### config.mk
export PLATFORM = sky130hd
export DESIGN_NAME = sdrcb_core
export DESIGN_NICKNAME = d
export VERILOG_FILES = /design/src/hdl/sdrcb_pkg.sv /design/src/hdl/sdrcb_core.sv /design/src/hdl/sdrcb_burst.sv
export SDC_FILE = /design/constraint.sdc
export NUM_CORES = 1
export LEC_CHECK = 0
export BUFFER_PORTS_ARGS = -buffer_cell sky130_fd_sc_hd__buf_4
export CORE_MARGIN = 8
export CORE_UTILIZATION = 40
export DETAILED_ROUTE_END_ITERATION = 8
export HOLD_SLACK_MARGIN = 0.1
export PLACE_DENSITY = 0.65
export RECOVER_POWER = 25
export SLEW_MARGIN = 10
export SYNTH_ARGS = -nofsm -noshare
export SYNTH_HDL_FRONTEND = slang
export SYNTH_HIERARCHICAL = 1
export SYNTH_SLANG_ARGS = --single-unit
export TNS_END_PERCENT = 10
### constraint.sdc
create_clock -name I_CLK -period 4.55 [get_ports I_CLK]
set_input_delay 0.2275 -clock I_CLK [delete_from_list [all_inputs] [get_ports I_CLK]]
set_output_delay 0.2275 -clock I_CLK [all_outputs]
set_load 0.03 [all_outputs]
### src/hdl/sdrcb_pkg.sv
package sdrcb_pkg;

  localparam int NUM_BANKS    = 4;
  localparam int BANK_W       = 2;
  localparam int ROW_W        = 12;
  localparam int COL_W        = 8;
  localparam int DATA_W       = 16;
  localparam int PRE_FLAG_POS = 10;

  // Strobe codes as {row, column, write}.
  localparam logic [2:0] CMD_ACT = 3'h3;
  localparam logic [2:0] CMD_PRE = 3'h2;
  localparam logic [2:0] CMD_WR  = 3'h4;
  localparam logic [2:0] CMD_RD  = 3'h5;
  localparam logic [2:0] CMD_MRS = 3'h0;
  localparam logic [2:0] CMD_REF = 3'h1;
  localparam logic [2:0] CMD_NOP = 3'h7;
  localparam logic [2:0] CMD_BST = 3'h6;

  localparam logic [2:0] BL_FULL = 3'h7;
  localparam logic [1:0] CL_2    = 2'h2;
  localparam logic [1:0] CL_3    = 2'h3;

  localparam logic [COL_W-1:0] COL_FIRST = 8'h00;
  localparam logic [COL_W-1:0] COL_LAST  = 8'hff;
  localparam logic [COL_W-1:0] COL_ONE   = 8'h01;

  typedef struct packed {
    logic cs_n;
    logic ras_n;
    logic cas_n;
    logic we_n;
  } sdrcb_cmd_t;

  typedef struct packed {
    logic [BANK_W-1:0] array_select;
    logic [ROW_W-1:0]  addr;
  } sdrcb_addr_t;

  typedef struct packed {
    logic high_byte_mask;
    logic low_byte_mask;
  } sdrcb_mask_t;

  typedef struct packed {
    logic [BANK_W-1:0] bank;
    logic [ROW_W-1:0]  row;
    logic [COL_W-1:0]  col;
  } sdrcb_loc_t;

  typedef enum logic [3:0] {
    PWR_NORMAL  = 4'h1,
    PWR_DOWN    = 4'h2,
    PWR_SUSPEND = 4'h4,
    PWR_SELFREF = 4'h8
  } sdrcb_pwr_t;

endpackage

### src/hdl/sdrcb_core.sv
`timescale 1ns/100ps
module sdrcb_core (
  // Clock and reset
  input  wire logic                              I_CLK,
  input  wire logic                              I_ARST_N,
  // Command, address, mask and clock-gate pins
  input  wire sdrcb_pkg::sdrcb_cmd_t             I_CMD,
  input  wire sdrcb_pkg::sdrcb_addr_t            I_ADDR,
  input  wire sdrcb_pkg::sdrcb_mask_t            I_MASK,
  input  wire logic                              I_CKE,
  // Mode settings held by the mode register outside
  input  wire logic [1:0]                        I_CAS_LAT,
  input  wire logic [2:0]                        I_BURST_LEN,
  input  wire logic                              I_INTERLEAVE,
  // Array read port, data returns in the same cycle
  output logic                                   O_RD_REQ,
  output sdrcb_pkg::sdrcb_loc_t                  O_RD_LOC,
  input  wire logic [sdrcb_pkg::DATA_W-1:0]      I_RD_DATA,
  // Data pins, output side
  output logic      [sdrcb_pkg::DATA_W-1:0]      O_DQ,
  output logic      [1:0]                        O_DQ_OE,
  // Status
  output logic      [sdrcb_pkg::NUM_BANKS-1:0]   O_BANK_OPEN,
  output sdrcb_pkg::sdrcb_pwr_t                  O_PWR_STATE
);

  // ----------------------------------------------------------------
  // Reset release
  // ----------------------------------------------------------------
  logic rst_meta_reg;
  logic rst_n;

  always_ff @(posedge I_CLK or negedge I_ARST_N) begin
    if (!I_ARST_N) begin
      rst_meta_reg <= 1'b0;
      rst_n        <= 1'b0;
    end else begin
      rst_meta_reg <= 1'b1;
      rst_n        <= rst_meta_reg;
    end
  end

  // ----------------------------------------------------------------
  // Command decode
  // ----------------------------------------------------------------
  logic [sdrcb_pkg::NUM_BANKS-1:0]     bank_open_reg;
  logic [sdrcb_pkg::NUM_BANKS-1:0]     bank_open_next;
  logic [sdrcb_pkg::ROW_W-1:0]         row_reg [sdrcb_pkg::NUM_BANKS];
  logic [sdrcb_pkg::BANK_W-1:0]        rd_bank_reg;
  logic [sdrcb_pkg::ROW_W-1:0]         rd_row_reg;
  logic                                ap_reg;
  logic                                cke_q_reg;
  sdrcb_pkg::sdrcb_pwr_t               pwr_reg;
  sdrcb_pkg::sdrcb_pwr_t               pwr_next;
  logic [sdrcb_pkg::COL_W-1:0]         col;
  logic                                busy;
  logic                                done;

  wire [2:0]                      code    = {I_CMD.ras_n, I_CMD.cas_n, I_CMD.we_n};
  wire [sdrcb_pkg::BANK_W-1:0]    sel     = I_ADDR.array_select;
  wire                            flag    = I_ADDR.addr[sdrcb_pkg::PRE_FLAG_POS];
  wire                            live    = cke_q_reg && !I_CMD.cs_n;
  wire                            frozen  = !cke_q_reg;
  wire                            act_go  = live && code == sdrcb_pkg::CMD_ACT && !bank_open_reg[sel];
  wire                            pre_go  = live && code == sdrcb_pkg::CMD_PRE;
  wire                            rd_go   = live && code == sdrcb_pkg::CMD_RD && bank_open_reg[sel];
  wire                            wr_go   = live && code == sdrcb_pkg::CMD_WR && bank_open_reg[sel];
  wire                            ref_go  = live && code == sdrcb_pkg::CMD_REF;
  wire                            bst_go  = live && code == sdrcb_pkg::CMD_BST && busy;
  wire                            nop_cmd = I_CMD.cs_n || code == sdrcb_pkg::CMD_NOP;
  wire                            pre_hit = pre_go && (flag || sel == rd_bank_reg);
  wire                            stop    = bst_go || pre_hit || wr_go;
  wire                            ap_end  = done && ap_reg;

  always_comb begin
    bank_open_next = bank_open_reg;
    if (ap_end) begin
      bank_open_next[rd_bank_reg] = 1'b0;
    end
    if (act_go) begin
      bank_open_next[sel] = 1'b1;
    end
    if (pre_go) begin
      if (flag) begin
        bank_open_next = '0;
      end else begin
        bank_open_next[sel] = 1'b0;
      end
    end
  end

  always_ff @(posedge I_CLK or negedge rst_n) begin
    if (!rst_n) begin
      bank_open_reg <= '0;
      rd_bank_reg   <= '0;
      rd_row_reg    <= '0;
      ap_reg        <= 1'b0;
    end else begin
      bank_open_reg <= bank_open_next;
      // read takes the bank and the auto precharge flag
      if (rd_go) begin
        rd_bank_reg <= sel;
        rd_row_reg  <= row_reg[sel];
        ap_reg      <= flag && I_BURST_LEN != sdrcb_pkg::BL_FULL;
      end
    end
  end

  // Row addresses need no reset; a bank is unusable until its activate writes one.
  always_ff @(posedge I_CLK) begin
    if (act_go) begin
      row_reg[sel] <= I_ADDR.addr;
    end
  end

  // ----------------------------------------------------------------
  // Burst column sequencing
  // ----------------------------------------------------------------
  // column stream
  sdrcb_burst u_burst (
    .clk          (I_CLK),
    .rst_n        (rst_n),
    .i_start      (rd_go),
    .i_start_col  (I_ADDR.addr[sdrcb_pkg::COL_W-1:0]),
    .i_bl         (I_BURST_LEN),
    .i_interleave (I_INTERLEAVE),
    .i_stop       (stop),
    .i_hold       (frozen),
    .o_col        (col),
    .o_valid      (busy),
    .o_done       (done)
  );

  // ----------------------------------------------------------------
  // Clock gate and power state
  // ----------------------------------------------------------------
  always_comb begin
    pwr_next = pwr_reg;
    // compare previous and current gate level
    if (cke_q_reg && !I_CKE) begin
      if (ref_go && !busy && bank_open_reg == '0) begin
        pwr_next = sdrcb_pkg::PWR_SELFREF;
      end else if (busy) begin
        pwr_next = sdrcb_pkg::PWR_SUSPEND;
      end else if (nop_cmd) begin
        pwr_next = sdrcb_pkg::PWR_DOWN;
      end else begin
        pwr_next = sdrcb_pkg::PWR_SUSPEND;
      end
    end else if (!cke_q_reg && I_CKE) begin
      pwr_next = sdrcb_pkg::PWR_NORMAL;
    end
  end

  always_ff @(posedge I_CLK or negedge rst_n) begin
    if (!rst_n) begin
      cke_q_reg <= 1'b1;
      pwr_reg   <= sdrcb_pkg::PWR_NORMAL;
    end else begin
      cke_q_reg <= I_CKE;
      pwr_reg   <= pwr_next;
    end
  end

  // ----------------------------------------------------------------
  // Read data pipeline
  // ----------------------------------------------------------------
  // The array answers within the fetch cycle, so latency two loads the pins straight
  // from it and latency three adds one stage. A frozen clock holds every stage.
  sdrcb_pkg::sdrcb_mask_t          mask_q_reg;
  logic [sdrcb_pkg::DATA_W-1:0]    s1_data_reg;
  logic                            s1_v_reg;
  logic [sdrcb_pkg::DATA_W-1:0]    dq_reg;
  logic [1:0]                      oe_reg;

  wire                             cl2     = I_CAS_LAT == sdrcb_pkg::CL_2;
  wire                             word_v  = cl2 ? busy : s1_v_reg;
  wire [sdrcb_pkg::DATA_W-1:0]     word    = cl2 ? I_RD_DATA : s1_data_reg;
  wire [1:0]                       oe_next = {2{word_v && !wr_go}}
                                           & ~{mask_q_reg.high_byte_mask,
                                               mask_q_reg.low_byte_mask};

  always_ff @(posedge I_CLK or negedge rst_n) begin
    if (!rst_n) begin
      mask_q_reg  <= '0;
      s1_data_reg <= '0;
      s1_v_reg    <= 1'b0;
      dq_reg      <= '0;
      oe_reg      <= 2'h0;
    end else if (!frozen) begin
      mask_q_reg  <= I_MASK;
      s1_data_reg <= I_RD_DATA;
      s1_v_reg    <= busy && !wr_go;
      dq_reg      <= word;
      oe_reg      <= oe_next;
    end
  end

  assign O_RD_REQ    = busy;
  assign O_RD_LOC    = {rd_bank_reg, rd_row_reg, col};
  assign O_DQ        = dq_reg;
  assign O_DQ_OE     = oe_reg;
  assign O_BANK_OPEN = bank_open_reg;
  assign O_PWR_STATE = pwr_reg;

  // ----------------------------------------------------------------
  // Checks
  // ----------------------------------------------------------------
  property p_deselect;
    @(posedge I_CLK) disable iff (!rst_n)
    (cke_q_reg && I_CMD.cs_n && !ap_end) |=> O_BANK_OPEN == $past(O_BANK_OPEN);
  endproperty
  a_deselect: assert property (p_deselect) else $error("Deselect changed bank state.");

  property p_pre_one;
    @(posedge I_CLK) disable iff (!rst_n)
    (pre_go && !flag) |=> !O_BANK_OPEN[$past(sel)];
  endproperty
  a_pre_one: assert property (p_pre_one) else $error("Bank precharge left bank open.");

  property p_pre_all;
    @(posedge I_CLK) disable iff (!rst_n)
    (pre_go && flag) |=> O_BANK_OPEN == '0;
  endproperty
  a_pre_all: assert property (p_pre_all) else $error("Close-all left a bank open.");

  property p_act;
    @(posedge I_CLK) disable iff (!rst_n)
    act_go |=> O_BANK_OPEN[$past(sel)] && row_reg[$past(sel)] == $past(I_ADDR.addr);
  endproperty
  a_act: assert property (p_act) else $error("Activate did not open the row.");

  property p_rd_col;
    @(posedge I_CLK) disable iff (!rst_n)
    rd_go |=> O_RD_REQ && O_RD_LOC.col == $past(I_ADDR.addr[sdrcb_pkg::COL_W-1:0]);
  endproperty
  a_rd_col: assert property (p_rd_col) else $error("Read fetched the wrong column.");

  property p_cl2;
    @(posedge I_CLK) disable iff (!rst_n)
    (rd_go && cl2 && I_CKE && I_MASK == '0) ##1 (!wr_go && cl2)
      |=> O_DQ_OE == 2'h3 && O_DQ == $past(I_RD_DATA);
  endproperty
  a_cl2: assert property (p_cl2) else $error("First word missed latency two.");

  property p_mask;
    @(posedge I_CLK) disable iff (!rst_n)
    (I_MASK.low_byte_mask && cke_q_reg) ##1 cke_q_reg |=> !O_DQ_OE[0];
  endproperty
  a_mask: assert property (p_mask) else $error("Low byte driven despite mask.");

  property p_wrap;
    @(posedge I_CLK) disable iff (!rst_n)
    (busy && col == sdrcb_pkg::COL_LAST && I_BURST_LEN == sdrcb_pkg::BL_FULL
     && !I_INTERLEAVE && cke_q_reg && nop_cmd) |=> busy && col == sdrcb_pkg::COL_FIRST;
  endproperty
  a_wrap: assert property (p_wrap) else $error("Full page did not wrap to zero.");

  property p_pre_stop;
    @(posedge I_CLK) disable iff (!rst_n)
    (pre_hit && !rd_go) |=> !O_RD_REQ;
  endproperty
  a_pre_stop: assert property (p_pre_stop) else $error("Precharge did not stop burst.");

  property p_suspend;
    @(posedge I_CLK) disable iff (!rst_n)
    (cke_q_reg && !I_CKE && busy && nop_cmd) |=> O_PWR_STATE == sdrcb_pkg::PWR_SUSPEND;
  endproperty
  a_suspend: assert property (p_suspend) else $error("Burst entered power-down.");

endmodule

### src/hdl/sdrcb_burst.sv
`timescale 1ns/100ps
module sdrcb_burst (
  // Clock and reset
  input  wire logic                          clk,
  input  wire logic                          rst_n,
  // Control
  input  wire logic                          i_start,
  input  wire logic [sdrcb_pkg::COL_W-1:0]   i_start_col,
  input  wire logic [2:0]                    i_bl,
  input  wire logic                          i_interleave,
  input  wire logic                          i_stop,
  input  wire logic                          i_hold,
  // Column stream
  output logic      [sdrcb_pkg::COL_W-1:0]   o_col,
  output logic                               o_valid,
  output logic                               o_done
);

  logic [sdrcb_pkg::COL_W-1:0] col_reg;
  logic [sdrcb_pkg::COL_W-1:0] start_reg;
  logic [sdrcb_pkg::COL_W-1:0] idx_reg;
  logic                        valid_reg;
  logic                        full_page;
  logic [sdrcb_pkg::COL_W-1:0] len;

  // Column of the idx-th word: wraps inside the burst, a full page wraps the whole row.
  function automatic logic [sdrcb_pkg::COL_W-1:0] col_of(
    input logic [sdrcb_pkg::COL_W-1:0] start,
    input logic [sdrcb_pkg::COL_W-1:0] idx,
    input logic [2:0]                  bl,
    input logic                        il
  );
    logic [sdrcb_pkg::COL_W-1:0] m;
    m = (bl == sdrcb_pkg::BL_FULL) ? sdrcb_pkg::COL_LAST
                                   : (sdrcb_pkg::COL_ONE << bl[1:0]) - sdrcb_pkg::COL_ONE;
    if (il && bl != sdrcb_pkg::BL_FULL) begin
      col_of = start ^ (idx & m);
    end else begin
      col_of = (start & ~m) | ((start + idx) & m);
    end
  endfunction

  assign full_page = (i_bl == sdrcb_pkg::BL_FULL);
  assign len       = sdrcb_pkg::COL_ONE << i_bl[1:0];
  assign o_col     = col_reg;
  assign o_valid   = valid_reg;
  assign o_done    = valid_reg && !i_hold && !i_start && !i_stop && !full_page && idx_reg == len;

  always_ff @(posedge clk or negedge rst_n) begin
    if (!rst_n) begin
      col_reg   <= sdrcb_pkg::COL_FIRST;
      start_reg <= sdrcb_pkg::COL_FIRST;
      idx_reg   <= sdrcb_pkg::COL_FIRST;
      valid_reg <= 1'b0;
    end else if (i_start) begin
      col_reg   <= i_start_col;
      start_reg <= i_start_col;
      idx_reg   <= sdrcb_pkg::COL_ONE;
      valid_reg <= 1'b1;
    end else if (valid_reg && !i_hold) begin
      if (i_stop || o_done) begin
        valid_reg <= 1'b0;
      end else begin
        col_reg <= col_of(start_reg, idx_reg, i_bl, i_interleave);
        idx_reg <= idx_reg + sdrcb_pkg::COL_ONE;
      end
    end
  end

endmodule

==> results.md <==
* Worst Hold Class: input pin to asynchronous set/reset pin
* Bufs on Longest Clock Path at 2
* Worst path bufs/invs at 1
* Reported max-cap violation count at 0
* Nets@finish at 663
* Global-route wire length before repair at 24000 microns
* Die outline area at 20000 sq um
* Top-area cell type share of the netlist area at 0.342
* Antenna diode count at 0
* Cell count after synthesis at 478
* Largest fanout on the critical path at 55
* Static Leakage at 0.00340 uW
* Cell Count Post-Placement at 771
* Req. time, crit path at 4850 ps
* Ranking of synthesized cells by area: dfrtp_1 34%, edfxtp_1 23%, mux2_2 5.4%
* Final Wtd Congestion at 0.808
* Most frequently used flop master after synthesis: dfrtp_1
* Vias in the first global route at 4630
* Critical setup path kind: flip-flop to flip-flop
* Initial Util at 0.402
* Non-filler cells, final at 835
* Number of CTS-inserted buffers at 17
* Setup Viol. Count Final at 0
* Portion of the post-synthesis area used by sequential elements at 0.580
* Clock transition at path regs at 60 ps
* Remaining number of nets flagged by the antenna check after routing at 0
* Layout overhead on the synthesized area at 27.6%
* Fraction of registers with async set/reset at 0.647
* Die Y-Extent at 141 microns
* Endpoint kind of the worst setup timing path: flip-flop
* Total congestion overflow after global routing at 0
* Power density over the cells at 457 nW/um^2
* Number of fill cells at 1381
* Cell area after technology mapping at 6290 sq um
* Layout cell share with drive strength beyond 1 at 0.300
* Unrepaired setup endpoints after global routing: false
* Synth unique cells at 61
* Clock sink total at 136
* CTS tree: done
* Root Buffer Master: clkbuf_16
* Largest area contributor in the synthesized netlist: dfrtp_1
* Crit path DAT at 3590 ps
* Buffer count from post-CTS setup fixing at 0
* Max stage delay cell, worst path: or3b_2
* Clock Skews at 7.76 ps
* Setup TNS after final layout at 0 ps
* Flip-flop count of the largest register after layout at 48
* Period utilisation layout at 0.724
* Overall die width at 141 microns
* Kind of cell with the highest combined delay on the critical path: simple AND/OR/NAND/NOR gates
* WL per Instance at 17.6 microns
* All-Layer GR Usage at 0.155
* Tightest Pin Transition at 1070 ps
* Via count at 4262
* Final count of hold timing violations at 0
* Routed Wire Length at 14700 microns
* Post-detailed-route via-to-cell ratio at 5.10
* Min Tclk post-route at 3300 ps
* Peak per-stage delay on the critical path at 570 ps
* Number of synthesis warnings at 6
* Post-synthesis average cell area at 13.2 sq um
* Pin count of the biggest net entering global routing at 61
* Starting DRC count in detailed routing at 292
* Detailed Place HPWL at 10200 microns
* Count of input and output buffers at 93
* Number of remaining DRC errors at 0
* Ordered list of cells on the worst path: buf_4, or3b_2, nor2_1, a211o_1, nor4_1, nand4_1, a221oi_4, a21oi_2, nand4_1, xor2_1, nor2_1
* Length of the first detailed-routing pass in iterations at 4
* CP startpoint kind: flip-flop
* Number of enable flip-flop cells after synthesis at 48
* Rows at 46
* CTS H-tree lvls at 4
* Core region area at 15700 sq um
* F_max at 303 MHz
* Worst IR drop on VDD at 285 uV
* Result of the run: complete, no violations
* Normalized max-slew margin at 0.286
* Number of nets produced by synthesis at 535
* Max-slew violations at 0
* Number of antenna violations at the first check in global routing at 0
* Number of primary I/O pins at 94
* Later-pin clock latency in the skew report at 420 ps
* Total of flip-flops plus latches after synthesis at 136
cell usage after synthesis (3+ instances only):
master / n
o21ai_0: 24
edfxtp_1: 48
mux2_2: 30
ha_1: 11
a211oi_1: 4
buf_2: 6
mux2i_1: 19
nand3_1: 10
mux2_4: 11
nor3_1: 4
a22oi_1: 4
o31ai_1: 3
xnor2_1: 6
nor2_1: 37
dfrtp_1: 86
nand2_1: 22
nand4_1: 8
inv_1: 13
or2_2: 3
nor2b_1: 5
xor2_1: 10
nand2b_1: 7
mux4_2: 13
a21oi_1: 30
o41ai_1: 3
clkbuf_1: 12
buf_6: 3
cells in the final DEF (no fill, tap or decap), types with 4 or more instances in the layout:
cell type and n:
edfxtp_1 48, mux2_2 30, xor2_1 10, dfrtp_1 86, nand3_1 10, clkbuf_1 17
nor2_1 37, a211oi_1 4, buf_4 85, mux4_2 13, nand4_1 8, mux2_4 11
a21oi_1 30, nand2_1 22, dlygate4sd3_1 32, nand2b_1 7, nor3_1 4, o21ai_0 24
xnor2_1 6, ha_1 11, mux2i_1 19, inv_1 13, clkbuf_16 18, a22oi_1 4
nor2b_1 4, clkinv_4 5
area by class of cell:
cell class / instances / area, sq um / share of cell area
clock buffer: 19 / 454 / 0.0566
tap: 216 / 270 / 0.0337
multi-input combinational: 305 / 2470 / 0.308
timing repair buffer: 133 / 1020 / 0.127
sequential: 136 / 3650 / 0.454
inverter: 13 / 48.8 / 0.00608
clock inverter: 13 / 121 / 0.0151
metal layers:
metal,part of all wire,GRT usage,vias to the layer above
li1,-,-,2017
met1,0.41,0.182,2131
met2,0.53,0.269,99
met3,0.041,0.0356,15
met4,0.015,0.0656,0
met5,0,0,-
per-stage QoR:
step                 util  total power (uW)  setup slack [ps]  hold WS, ps  instance area [sq um]
floorplan               -              2060              1640        -68.1                   6290
global placement    0.460              2340              1250         10.5                   7200
detailed placement  0.460              2360              1180         12.4                   7200
CTS                 0.517              3720              1260          104                   8090
global route        0.513              3850               962          107                   8030
finish              0.513              3670              1250          123                   8030
worst register-to-register path, stage by stage (launching register included):
cell and delay, ps:
dfstp_2 530, buf_4 460, or3b_2 570, nor2_1 170, a211o_1 210, nor4_1 80, nand4_1 150, a221oi_4 80
a21oi_2 540, nand4_1 190, xor2_1 150, nor2_1 50
cell families (layout without fill, tap and decap cells):
group | after synthesis | after routing | share of synthesized area
muxes | 73 | 73 | 0.157
xor gates and xnor gates | 16 | 16 | 0.0223
buffers and inverters | 37 | 178 | 0.0280
adders and majority gates | 12 | 12 | 0.0251
DFF | 136 | 136 | 0.580
other | 1 | 1 | 0.000596
AOI/OAI and AO/OA | 88 | 88 | 0.0879
and+or+nand+nor | 115 | 115 | 0.0998
power breakdown:
part           internal (uW)  switching, uW  leakage [uW]  total (uW)
logic                    353            451       0.00160         804
registers               1400            142       0.00152        1540
clock network            789            533      0.000281        1320
final timing paths:
| path | start | to | slack [ps] | cells past startpoint |
|---|---|---|---|---|
| max | cke_q_reg$_DFF_PN1_ | u_burst/idx_reg[4]$_DFFE_PN0P_ | 1250 | 11 |
| min | I_ARST_N | rst_meta_reg$_DFF_PN0_ | 120 | 2 |
| max reg2reg | cke_q_reg$_DFF_PN1_ | u_burst/idx_reg[4]$_DFFE_PN0P_ | 1250 | 11 |
| min reg2reg | rst_meta_reg$_DFF_PN0_ | rst_n$_DFF_PN0_ | 350 | 0 |
| max in group asynchronous | rst_n$_DFF_PN0_ | u_burst/o_col[5]$_DFFE_PN0P_ | 2700 | 1 |
| min in group I_CLK | I_CMD[3] | O_PWR_STATE[3]$_DFFE_PN0P_ | 150 | 4 |
timing repair:
item                      4_1_cts  5_1_grt
resized for setup               0        0
hold endpoints to repair       72        0
hold buffers                   32        0
No activity file was read; power rests on OpenSTA's default activity.
